## src/wsg_pkg.sv

```systemverilog
/*
 * Shared constants and types of the word swap, scatter and gather datapath.
 * Assumes nothing of its surroundings; it is compiled before every other file.
 */
package wsg_pkg;

    // ------------------------------------------------------------------
    // Widths
    // ------------------------------------------------------------------
    localparam int unsigned DATA_W = 16;
    localparam int unsigned ADDR_W = 16;
    localparam int unsigned OP_W   = 12;

    // ------------------------------------------------------------------
    // Function codes, held as three BCD digits
    // ------------------------------------------------------------------
    localparam logic [OP_W-1:0] OP_SWAP_WORDS = 12'h073;
    localparam logic [OP_W-1:0] OP_SCATTER    = 12'h080;
    localparam logic [OP_W-1:0] OP_GATHER     = 12'h081;

    // ------------------------------------------------------------------
    // Reset values and field positions
    // ------------------------------------------------------------------
    localparam logic [DATA_W-1:0] WORD_ZERO    = 16'h0000;
    localparam logic [ADDR_W-1:0] ADDR_RST     = 16'h0000;
    localparam logic [OP_W-1:0]   OP_RST       = 12'h000;
    localparam logic              FLAG_RST     = 1'b0;
    localparam int unsigned       SIGN_BIT_POS = DATA_W - 1;

    // ------------------------------------------------------------------
    // Sequencer states
    // ------------------------------------------------------------------
    typedef enum logic [2:0] {
        ST_IDLE  = 3'b000,
        ST_RDA   = 3'b001,
        ST_RDB   = 3'b010,
        ST_WAITB = 3'b011,
        ST_WRA   = 3'b100,
        ST_WRB   = 3'b101,
        ST_WAIT  = 3'b110,
        ST_WR    = 3'b111
    } wsg_state_t;

endpackage

```

## src/wsg_word_if.sv

```systemverilog
/*
 * Carrier between the sequencer and the word condition evaluator.
 * Assumes both ends sit in the same clock domain; the evaluation is combinational.
 */
`timescale 1ns/100ps

interface wsg_word_if;
    logic [wsg_pkg::DATA_W-1:0] word;
    logic                       zero;
    logic                       sign;

    // The evaluator looks at a word and reports its conditions.
    modport eval (input word, output zero, output sign);
    // The sequencer offers a word and reads the conditions back.
    modport user (output word, input zero, input sign);
endinterface

```

## src/wsg_word_flags.sv

```systemverilog
/*
 * Condition evaluator for the moved word: zero and sign.
 * Assumes the word is stable in the cycle in which the sequencer samples the result.
 */
`timescale 1ns/100ps

module wsg_word_flags (
    wsg_word_if.eval flg
);

    // zero detection
    // Zero condition holds only for an all-zero word.
    assign flg.zero = (flg.word == wsg_pkg::WORD_ZERO);

    // sign detection
    // Sign condition follows the most significant bit.
    assign flg.sign = flg.word[wsg_pkg::SIGN_BIT_POS];

endmodule

```

## src/wsg_top.sv

```systemverilog
/*
 * Execution datapath for the swap, scatter and gather word operations.
 * Assumes a word data area with a registered read port: read data appears in the cycle
 * after mem_rd_o, and a write takes effect at the edge that ends a mem_wr_o cycle.
 * Operands and the function code come from same-clock execution logic.
 */
`timescale 1ns/100ps

// Behaviour
// - Swap, code 073, exchanges the full contents of its two operand words.
// - Scatter, code 080, writes the source word to base plus displacement.
// - Gather, code 081, reads base plus displacement into the destination word.
// - Displacement is unsigned 16-bit, any value from 0000 through FFFF accepted.
// - Indexed operations set zero flag when moved word is zero, else clear.
// - Indexed operations set sign flag from the moved word's top bit.
module wsg_top (
    input  wire logic                         mclk_i,
    input  wire logic                         nrst_i,
    input  wire logic                         ce_i,
    input  wire logic                         start_i,
    input  wire logic [wsg_pkg::OP_W-1:0]     op_code_i,
    input  wire logic [wsg_pkg::ADDR_W-1:0]   first_swap_word_i,
    input  wire logic [wsg_pkg::ADDR_W-1:0]   second_swap_word_i,
    input  wire logic [wsg_pkg::ADDR_W-1:0]   base_word_address_i,
    input  wire logic [wsg_pkg::DATA_W-1:0]   index_displacement_i,
    input  wire logic [wsg_pkg::DATA_W-1:0]   mem_rdata_i,
    output logic      [wsg_pkg::ADDR_W-1:0]   mem_addr_o,
    output logic                              mem_rd_o,
    output logic                              mem_wr_o,
    output logic      [wsg_pkg::DATA_W-1:0]   mem_wdata_o,
    output logic                              busy_o,
    output logic                              done_o,
    output logic                              error_flag_o,
    output logic                              zero_result_flag_o,
    output logic                              sign_flag_o
);

    // ------------------------------------------------------------------
    // Reset release
    // ------------------------------------------------------------------

    logic [1:0] rst_sync;
    logic       rst_n;

    // Reset asserts at once and releases two edges later.
    always_ff @(posedge mclk_i or negedge nrst_i) begin
        if (!nrst_i) begin
            rst_sync <= 2'h0;
        end else begin
            rst_sync <= {rst_sync[0], 1'b1};
        end
    end
    assign rst_n = rst_sync[1];

    // ------------------------------------------------------------------
    // Sequencer and datapath
    // ------------------------------------------------------------------

    wsg_pkg::wsg_state_t           state;
    wsg_pkg::wsg_state_t           next_state;
    logic [wsg_pkg::OP_W-1:0]      op;
    logic [wsg_pkg::OP_W-1:0]      next_op;
    logic [wsg_pkg::ADDR_W-1:0]    addr_a;
    logic [wsg_pkg::ADDR_W-1:0]    next_addr_a;
    logic [wsg_pkg::ADDR_W-1:0]    addr_b;
    logic [wsg_pkg::ADDR_W-1:0]    next_addr_b;
    logic [wsg_pkg::ADDR_W-1:0]    indexed;
    logic [wsg_pkg::ADDR_W-1:0]    next_indexed;
    logic [wsg_pkg::DATA_W-1:0]    hold_a;
    logic [wsg_pkg::DATA_W-1:0]    next_hold_a;
    logic [wsg_pkg::ADDR_W-1:0]    next_mem_addr;
    logic                          next_mem_rd;
    logic                          next_mem_wr;
    logic [wsg_pkg::DATA_W-1:0]    next_mem_wdata;
    logic                          next_busy;
    logic                          next_done;
    logic                          next_err;
    logic                          next_zero;
    logic                          next_sign;

    wsg_word_if flg_if ();

    // The word under evaluation is always the word just read.
    assign flg_if.word = mem_rdata_i;

    wsg_word_flags u_flags (
        .flg (flg_if.eval)
    );

    // Next-state logic; every output is a register loaded from here.
    always_comb begin
        next_state     = state;
        next_op        = op;
        next_addr_a    = addr_a;
        next_addr_b    = addr_b;
        next_indexed   = indexed;
        next_hold_a    = hold_a;
        next_mem_addr  = mem_addr_o;
        next_mem_rd    = 1'b0;
        next_mem_wr    = 1'b0;
        next_mem_wdata = mem_wdata_o;
        next_busy      = busy_o;
        next_done      = 1'b0;
        next_err       = error_flag_o;
        next_zero      = zero_result_flag_o;
        next_sign      = sign_flag_o;
        unique case (state)
            wsg_pkg::ST_IDLE: begin
                // Unknown codes are ignored: no access, no done.
                if (start_i && (op_code_i == wsg_pkg::OP_SWAP_WORDS ||
                                op_code_i == wsg_pkg::OP_SCATTER ||
                                op_code_i == wsg_pkg::OP_GATHER)) begin
                    next_op      = op_code_i;
                    next_addr_a  = first_swap_word_i;
                    next_addr_b  = second_swap_word_i;
                    // unsigned displacement
                    // Plain 16-bit sum; every displacement is legal, wrap is the program's care.
                    next_indexed = wsg_pkg::ADDR_W'(base_word_address_i + index_displacement_i);
                    next_mem_rd  = 1'b1;
                    next_busy    = 1'b1;
                    // gather reads the indexed word first
                    next_mem_addr = (op_code_i == wsg_pkg::OP_GATHER) ? next_indexed
                                                                      : first_swap_word_i;
                    next_state   = wsg_pkg::ST_RDA;
                end
            end
            wsg_pkg::ST_RDA: begin
                if (op == wsg_pkg::OP_SWAP_WORDS) begin
                    next_mem_rd   = 1'b1;
                    next_mem_addr = addr_b;
                    next_state    = wsg_pkg::ST_RDB;
                end else begin
                    next_state    = wsg_pkg::ST_WAIT;
                end
            end
            wsg_pkg::ST_RDB: begin
                // First word arrives here and is held for the second write.
                next_hold_a = mem_rdata_i;
                next_state  = wsg_pkg::ST_WAITB;
            end
            wsg_pkg::ST_WAITB: begin
                next_mem_wr    = 1'b1;
                next_mem_addr  = addr_a;
                next_mem_wdata = mem_rdata_i;
                next_state     = wsg_pkg::ST_WRA;
            end
            wsg_pkg::ST_WRA: begin
                next_mem_wr    = 1'b1;
                next_mem_addr  = addr_b;
                next_mem_wdata = hold_a;
                next_state     = wsg_pkg::ST_WRB;
            end
            wsg_pkg::ST_WRB: begin
                next_busy  = 1'b0;
                next_done  = 1'b1;
                next_state = wsg_pkg::ST_IDLE;
            end
            wsg_pkg::ST_WAIT: begin
                // scatter writes to the indexed word
                next_mem_wr    = 1'b1;
                next_mem_addr  = (op == wsg_pkg::OP_SCATTER) ? indexed : addr_b;
                next_mem_wdata = mem_rdata_i;
                next_zero      = flg_if.zero;
                next_sign      = flg_if.sign;
                next_err       = 1'b0;
                next_state     = wsg_pkg::ST_WR;
            end
            wsg_pkg::ST_WR: begin
                next_busy  = 1'b0;
                next_done  = 1'b1;
                next_state = wsg_pkg::ST_IDLE;
            end
        endcase
    end

    // State registers; clock enable low freezes everything.
    always_ff @(posedge mclk_i or negedge rst_n) begin
        if (!rst_n) begin
            state              <= wsg_pkg::ST_IDLE;
            op                 <= wsg_pkg::OP_RST;
            addr_a             <= wsg_pkg::ADDR_RST;
            addr_b             <= wsg_pkg::ADDR_RST;
            indexed            <= wsg_pkg::ADDR_RST;
            hold_a             <= wsg_pkg::WORD_ZERO;
            mem_addr_o         <= wsg_pkg::ADDR_RST;
            mem_rd_o           <= 1'b0;
            mem_wr_o           <= 1'b0;
            mem_wdata_o        <= wsg_pkg::WORD_ZERO;
            busy_o             <= 1'b0;
            done_o             <= 1'b0;
            error_flag_o       <= wsg_pkg::FLAG_RST;
            zero_result_flag_o <= wsg_pkg::FLAG_RST;
            sign_flag_o        <= wsg_pkg::FLAG_RST;
        end else if (ce_i) begin
            state              <= next_state;
            op                 <= next_op;
            addr_a             <= next_addr_a;
            addr_b             <= next_addr_b;
            indexed            <= next_indexed;
            hold_a             <= next_hold_a;
            mem_addr_o         <= next_mem_addr;
            mem_rd_o           <= next_mem_rd;
            mem_wr_o           <= next_mem_wr;
            mem_wdata_o        <= next_mem_wdata;
            busy_o             <= next_busy;
            done_o             <= next_done;
            error_flag_o       <= next_err;
            zero_result_flag_o <= next_zero;
            sign_flag_o        <= next_sign;
        end
    end
endmodule

```

## config.mk

```make
export PLATFORM = sky130hd
export DESIGN_NAME = wsg_top
export DESIGN_NICKNAME = d
export VERILOG_FILES = /design/src/wsg_pkg.sv /design/src/wsg_word_if.sv /design/src/wsg_word_flags.sv /design/src/wsg_top.sv
export SDC_FILE = /design/constraint.sdc
export NUM_CORES = 1
export LEC_CHECK = 0
export BUFFER_PORTS_ARGS = -buffer_cell sky130_fd_sc_hd__buf_2
export CAP_MARGIN = 30
export CELL_PAD_IN_SITES_DETAIL_PLACEMENT = 1
export CELL_PAD_IN_SITES_GLOBAL_PLACEMENT = 2
export CORE_MARGIN = 5
export CORE_UTILIZATION = 33
export CTS_CLUSTER_DIAMETER = 100
export CTS_CLUSTER_SIZE = 25
export DETAILED_ROUTE_END_ITERATION = 12
export PLACE_DENSITY = 0.89
export SYNTH_ARGS = -nofsm -noshare
export SYNTH_HDL_FRONTEND = slang
export SYNTH_SLANG_ARGS = --single-unit
```

## constraint.sdc

```tcl
create_clock -name mclk_i -period 4.9 [get_ports mclk_i]
set_input_delay 0.245 -clock mclk_i [delete_from_list [all_inputs] [get_ports mclk_i]]
set_output_delay 0.245 -clock mclk_i [all_outputs]
set_load 0.005 [all_outputs]
```

* Yosys cells after proc, flatten, opt, wreduce, memory -nomap -nowiden
Cells that the tools add are included.
Cells by class: add/subtract/negate cells 1, muxes and demuxes 16, eq/ne operators 14, reductions and logical operators 18
Operator list (count):
- $pmux 16 s5 | 1
- $mux 16 | 4
- $eq 12x8->1 const B | 3
- $pmux 16 s2 | 1
- $eq 12x7->1 const B | 2
- $pmux 3 s7 | 1
- $add 16x16->16 | 1
- $logic_not 16->1 | 1
- $eq 3x3->1 const B | 4
- $reduce_and 2->1 | 4
- $eq 3x2->1 const B | 2
- $mux 3 | 2
- $reduce_and 3->1 | 2
- $mux 1 | 5
- $reduce_bool 5->1 | 1
- $ne 2x2->1 const B | 2
- $pmux 1 s2 | 2
- $reduce_and 4->1 | 1
- $reduce_bool 2->1 | 2
- $reduce_or 2->1 | 2
- $eq 3x1->1 const B | 1
- $logic_not 3->1 | 1
- $reduce_or 3->1 | 1
- $logic_or 1x1->1 | 2
- $logic_and 1x1->1 | 1
Storage, ports and cells: logic and storage cells 64, output and inout port bits 39, register bits after elaboration 119, bits of input ports 96

* Depth between registers and ports, before layout
word-level depth 6, mapped depth 9, mapped depth without buffers 8

* Cells and area by module
A second synthesis with hierarchy kept.
Unflattened totals: cell total of the unflattened synthesis 655, area, all modules 6297.3 um2
By module, submodules not included:
- wsg_top | cells an instance 649, sequential area each 2977.9 um2, instances 1, area an instance 6256.0 um2
- wsg_word_flags | cells an instance 6, sequential area each 0.0 um2, instances 1, area an instance 41.3 um2

* Least setup slack after synthesis
Ideal clock, no wire load.
path kind input-to-reg, start point input base_word_address_i[0] (netlist bit), end point register mem_addr_o[8] (netlist bit), stages 8, slack 2785 ps, required time 4818 ps, path buffers 0, arrival 2034 ps, library setup time 82 ps, cell sequence ha_1 fa_1 a21o_1 nand4_1 a21oi_1 o21ai_0 or3b_2 a31oi_1
Between the ends: word-level cells in the longest chain between the ends 4
RTL lines:
- start: declaration | line wsg_top.sv:24 | input wire logic [wsg_pkg::ADDR_W-1:0] base_word_address_i,
- $add 16x16->16 | line wsg_top.sv:118 | next_indexed = wsg_pkg::ADDR_W'(base_word_address_i + index_displacement_i);
- $mux 16 | line wsg_top.sv:122 | next_mem_addr = (op_code_i == wsg_pkg::OP_GATHER) ? next_indexed
- $mux 16 | line wsg_top.sv:110 | if (start_i && (op_code_i == wsg_pkg::OP_SWAP_WORDS ||
- $pmux 16 s5 | line wsg_top.sv:107 | unique case (state)
- end signal: assignment | line wsg_top.sv:185 | mem_addr_o <= wsg_pkg::ADDR_RST;
- end signal: assignment | line wsg_top.sv:201 | mem_addr_o <= next_mem_addr;
- end: declaration | line wsg_top.sv:27 | output logic [wsg_pkg::ADDR_W-1:0] mem_addr_o,
Every way passes these cells. The select of a mux whose other input is x is not followed. A chain may end at the register's enable or synchronous reset.

* Worst setup path after layout
start point register op[3] (netlist bit), end point register mem_addr_o[7] (netlist bit)
Between the ends: word-level cells in the longest chain between the ends 3, elaborated cells between the ends (all ways) 6, classes of those cells eq/ne: 3; mux: 2; reduce/logical: 1
RTL lines:
- start: declaration | line wsg_top.sv:61 | logic [wsg_pkg::OP_W-1:0] op;
- start signal: assignment | line wsg_top.sv:180 | op <= wsg_pkg::OP_RST;
- start signal: assignment | line wsg_top.sv:196 | op <= next_op;
- $eq 12x8->1 or $eq 12x7->1 (tied branches) | line wsg_top.sv:161, wsg_top.sv:128
- $mux 16 or $ne 2x2->1 (tied branches)
- $pmux 16 s5 or $reduce_and 4->1 (tied branches)
Several ways; a longest one is shown, not always the timed one.

==> out/qor.txt <==
status: finished, final reports clean
Leakage: 3.93 nW
max-cap violations: 0
largest family of logic cells by synthesized area: simple AND/OR/NAND/NOR gates
first-pass GRT wire length: 30.9 mm
crit-path cells: nor4_1, nand4_1, nor2_1, buf_4, a221o_1, a21oi_1, o41ai_2
Post-Layout Cell Count: 1089
area grow syn2layout: 24.3%
post-synth cell types: 59
worst min path class: input port to register
clk root buf: clkbuf_16
synthesized-area fraction occupied by adder cells: 0.0366
vias in the first global route: 5877
total chip power: 3.96 mW
Layout Nets: 930
dpl cells: 1056
final clock skew: 0.0140 ns
CP Max Fanout: 7
clock slew at reported path FFs: 0.06 ns
DP HPWL: 13.9 mm
DR iter-0 viols: 237
Initial Utilization: 0.337
asr flop ratio synth: 1.00
Final min period: 2.69 ns
CP max stage delay: 0.53 ns
DR WL/cell: 17.4 µm
max_slew headroom: 0.323
Top FF cell, synth: dfrtp_1
crit path DAT: 3.00 ns
multi-input logic area: 3200 µm²
share of post-route cells with drive strength above 1: 0.245
Die Wd: 149 µm
#FFs+latches synth: 119
total number of vias: 5611
initial antenna violation count: 1
Pwr per Cell Area: 501 nW/µm²
critical path class: register to register
final period utilization: 0.550
Filler cells: 2174
Crit path required time: 5.20 ns
Antenna Nets Post-Route: 0
largest net degree at the start of global routing: 72
Slew @ Worst Pin: 1.01 ns
Synth Cell Area: 6350 µm²
Syn Nets: 808
clock tree buffer depth: 2
crit end category: register
Synth Area in XOR/XNOR: 0.0138
I/O pins: 135
RSZ-0062 raised after global routing: false
diode count: 0
Compound-Gate Fraction of Synth Area: 0.164
Post-synth EDFFs: 0
yosys warns: 0
gp weighted congestion: 0.763
post-synth top area cell: dfrtp_1
top post-synthesis cells by area: dfrtp_1 (47%), nand2_1 (11%), mux2i_1 (4.7%)
final setup TNS: 0 ns
share of the yosys chip area belonging to registers: 0.469
Seq. cell area: 2980 µm²
H-tree lvl count: 4
CP startpoint kind: register
simple-gate share of the synthesized area: 0.205
Final Setup Violations: 0
drt first pass iters: 4
Sink Count: 119
Max Freq: 371 MHz
Clock Latency Late Sink: 0.41 ns
syn_area_per_cell: 9.16 µm²
routed vias/inst: 5.15
Core Box Area: 18800 µm²
Slew Viols, Final: 0
maximum VDD drop: 0.000253 V
grt ovf: 0
Hold Vio Cnt, Final: 0
cts repair resizes: 0
hold buffer count at CTS: 1
slowest CP cell: nor2_1
drt drc: 0
area share of the leading cell type in the synthesized netlist: 0.469
overall routing resource usage: 0.175
post-synthesis mux area share: 0.0809
Setup Fix Bufs, Post-CTS: 0
DRT Wirelength: 19.0 mm
post-synthesis cell count: 694
TritonCTS buffer count: 17
Cell Rows: 50
Die ar.: 22100 µm²
Port Buffers: 133
Die Height: 149 µm
TritonCTS clock tree: done
-- critical path: cells and delay by family (launching register included) --
family / cells / cell delay, ns
AO/OA/AOI/OAI: 3 / 0.54
buffers and inverters: 1 / 0.28
flip-flops: 1 / 0.38
AND/OR/NAND/NOR: 3 / 1.41
-- through the flow --
stage	hold slack [ns]	area [µm²]	worst slack, ns	utilization
global placement	0.0303	7250	2.03	0.385
detailed placement	0.0322	7290	2.21	0.387
global route	0.0245	7900	1.97	0.420
finish	0.0307	7900	2.21	0.420
floorplan	-0.0506	6350	1.34	-
CTS	0.00935	7900	2.18	0.420
-- layout make-up --
cell class              instances  share of cell area
clock buffers                  23              0.0605
clock inverters                 9              0.0155
inverters                       4             0.00190
multi-input cells             530               0.405
flip-flops and latches        119               0.377
well taps                     260              0.0412
repair buffers                144              0.0985
-- cell usage after synthesis, drive strengths merged, types with 6 or more instances --
library cell  count
a211oi            7
a21o             11
a21oi            39
a221oi           11
and2              8
and3              6
buf              12
clkbuf           29
dfrtp           119
ha               17
mux2             19
mux2i            30
nand2           192
nand3             9
nand4            11
nor2             24
nor3              8
nor4             11
o211ai            7
o21ai            52
xor2              7
-- layer usage --
layer | routed length [µm] | vias up | global-route usage
met4 | 180 | 2 | 0.0458
met3 | 1050 | 13 | 0.0392
met2 | 8810 | 148 | 0.283
met1 | 8920 | 2746 | 0.239
li1 | - | 2702 | -
met5 | 15 | - | 0
-- registers in the layout (all words and copies together) (netlist names), 3 cells and up --
name / flops
op: 12
addr_a: 16
mem_addr_o: 16
state: 3
hold_a: 16
addr_b: 16
indexed: 16
mem_wdata_o: 16
-- placed cells by master (no fill, tap or decap), types with 11 or more instances in the layout --
master,netlist,final
dfrtp_1,119,118
mux2_2,19,19
clkbuf_16,0,17
a21oi_1,39,39
buf_2,6,133
a21o_1,11,11
a221oi_1,11,11
ha_1,17,17
nand2_1,192,192
nand4_1,11,11
mux2i_1,30,30
o21ai_0,50,49
nor2_1,24,24
-- logic make-up after synthesis --
kind of cell	Yosys count
AO/OA/AOI/OAI	161
XOR/XNOR	10
adder cells (fa/ha/maj)	18
buffers and inverters	45
flip-flops	119
multiplexers	49
other	2
AND/OR/NAND/NOR	290
-- worst paths after layout --
kind	from	to	slack [ns]	cells past startpoint
max	op[3]$_DFFE_PN0P_	mem_addr_o[7]$_DFFE_PN0P_	2.21	7
min	second_swap_word_i[1]	addr_b[1]$_DFFE_PN0P_	0.03	3
max reg2reg	op[3]$_DFFE_PN0P_	mem_addr_o[7]$_DFFE_PN0P_	2.21	7
min reg2reg	rst_sync[0]$_DFF_PN0_	rst_sync[1]$_DFF_PN0_	0.35	0
max in group asynchronous	rst_sync[1]$_DFF_PN0_	indexed[12]$_DFFE_PN0P_	3.21	1
min in group asynchronous	nrst_i	rst_sync[1]$_DFF_PN0_	0.16	2
-- report_power, final --
part / switching (mW) / total [mW] / internal, mW
Clock: 0.420 / 1.26 / 0.835
Sequential: 0.175 / 1.37 / 1.20
Combinational: 0.752 / 1.33 / 0.580
No activity file was read; power rests on OpenSTA's default activity.
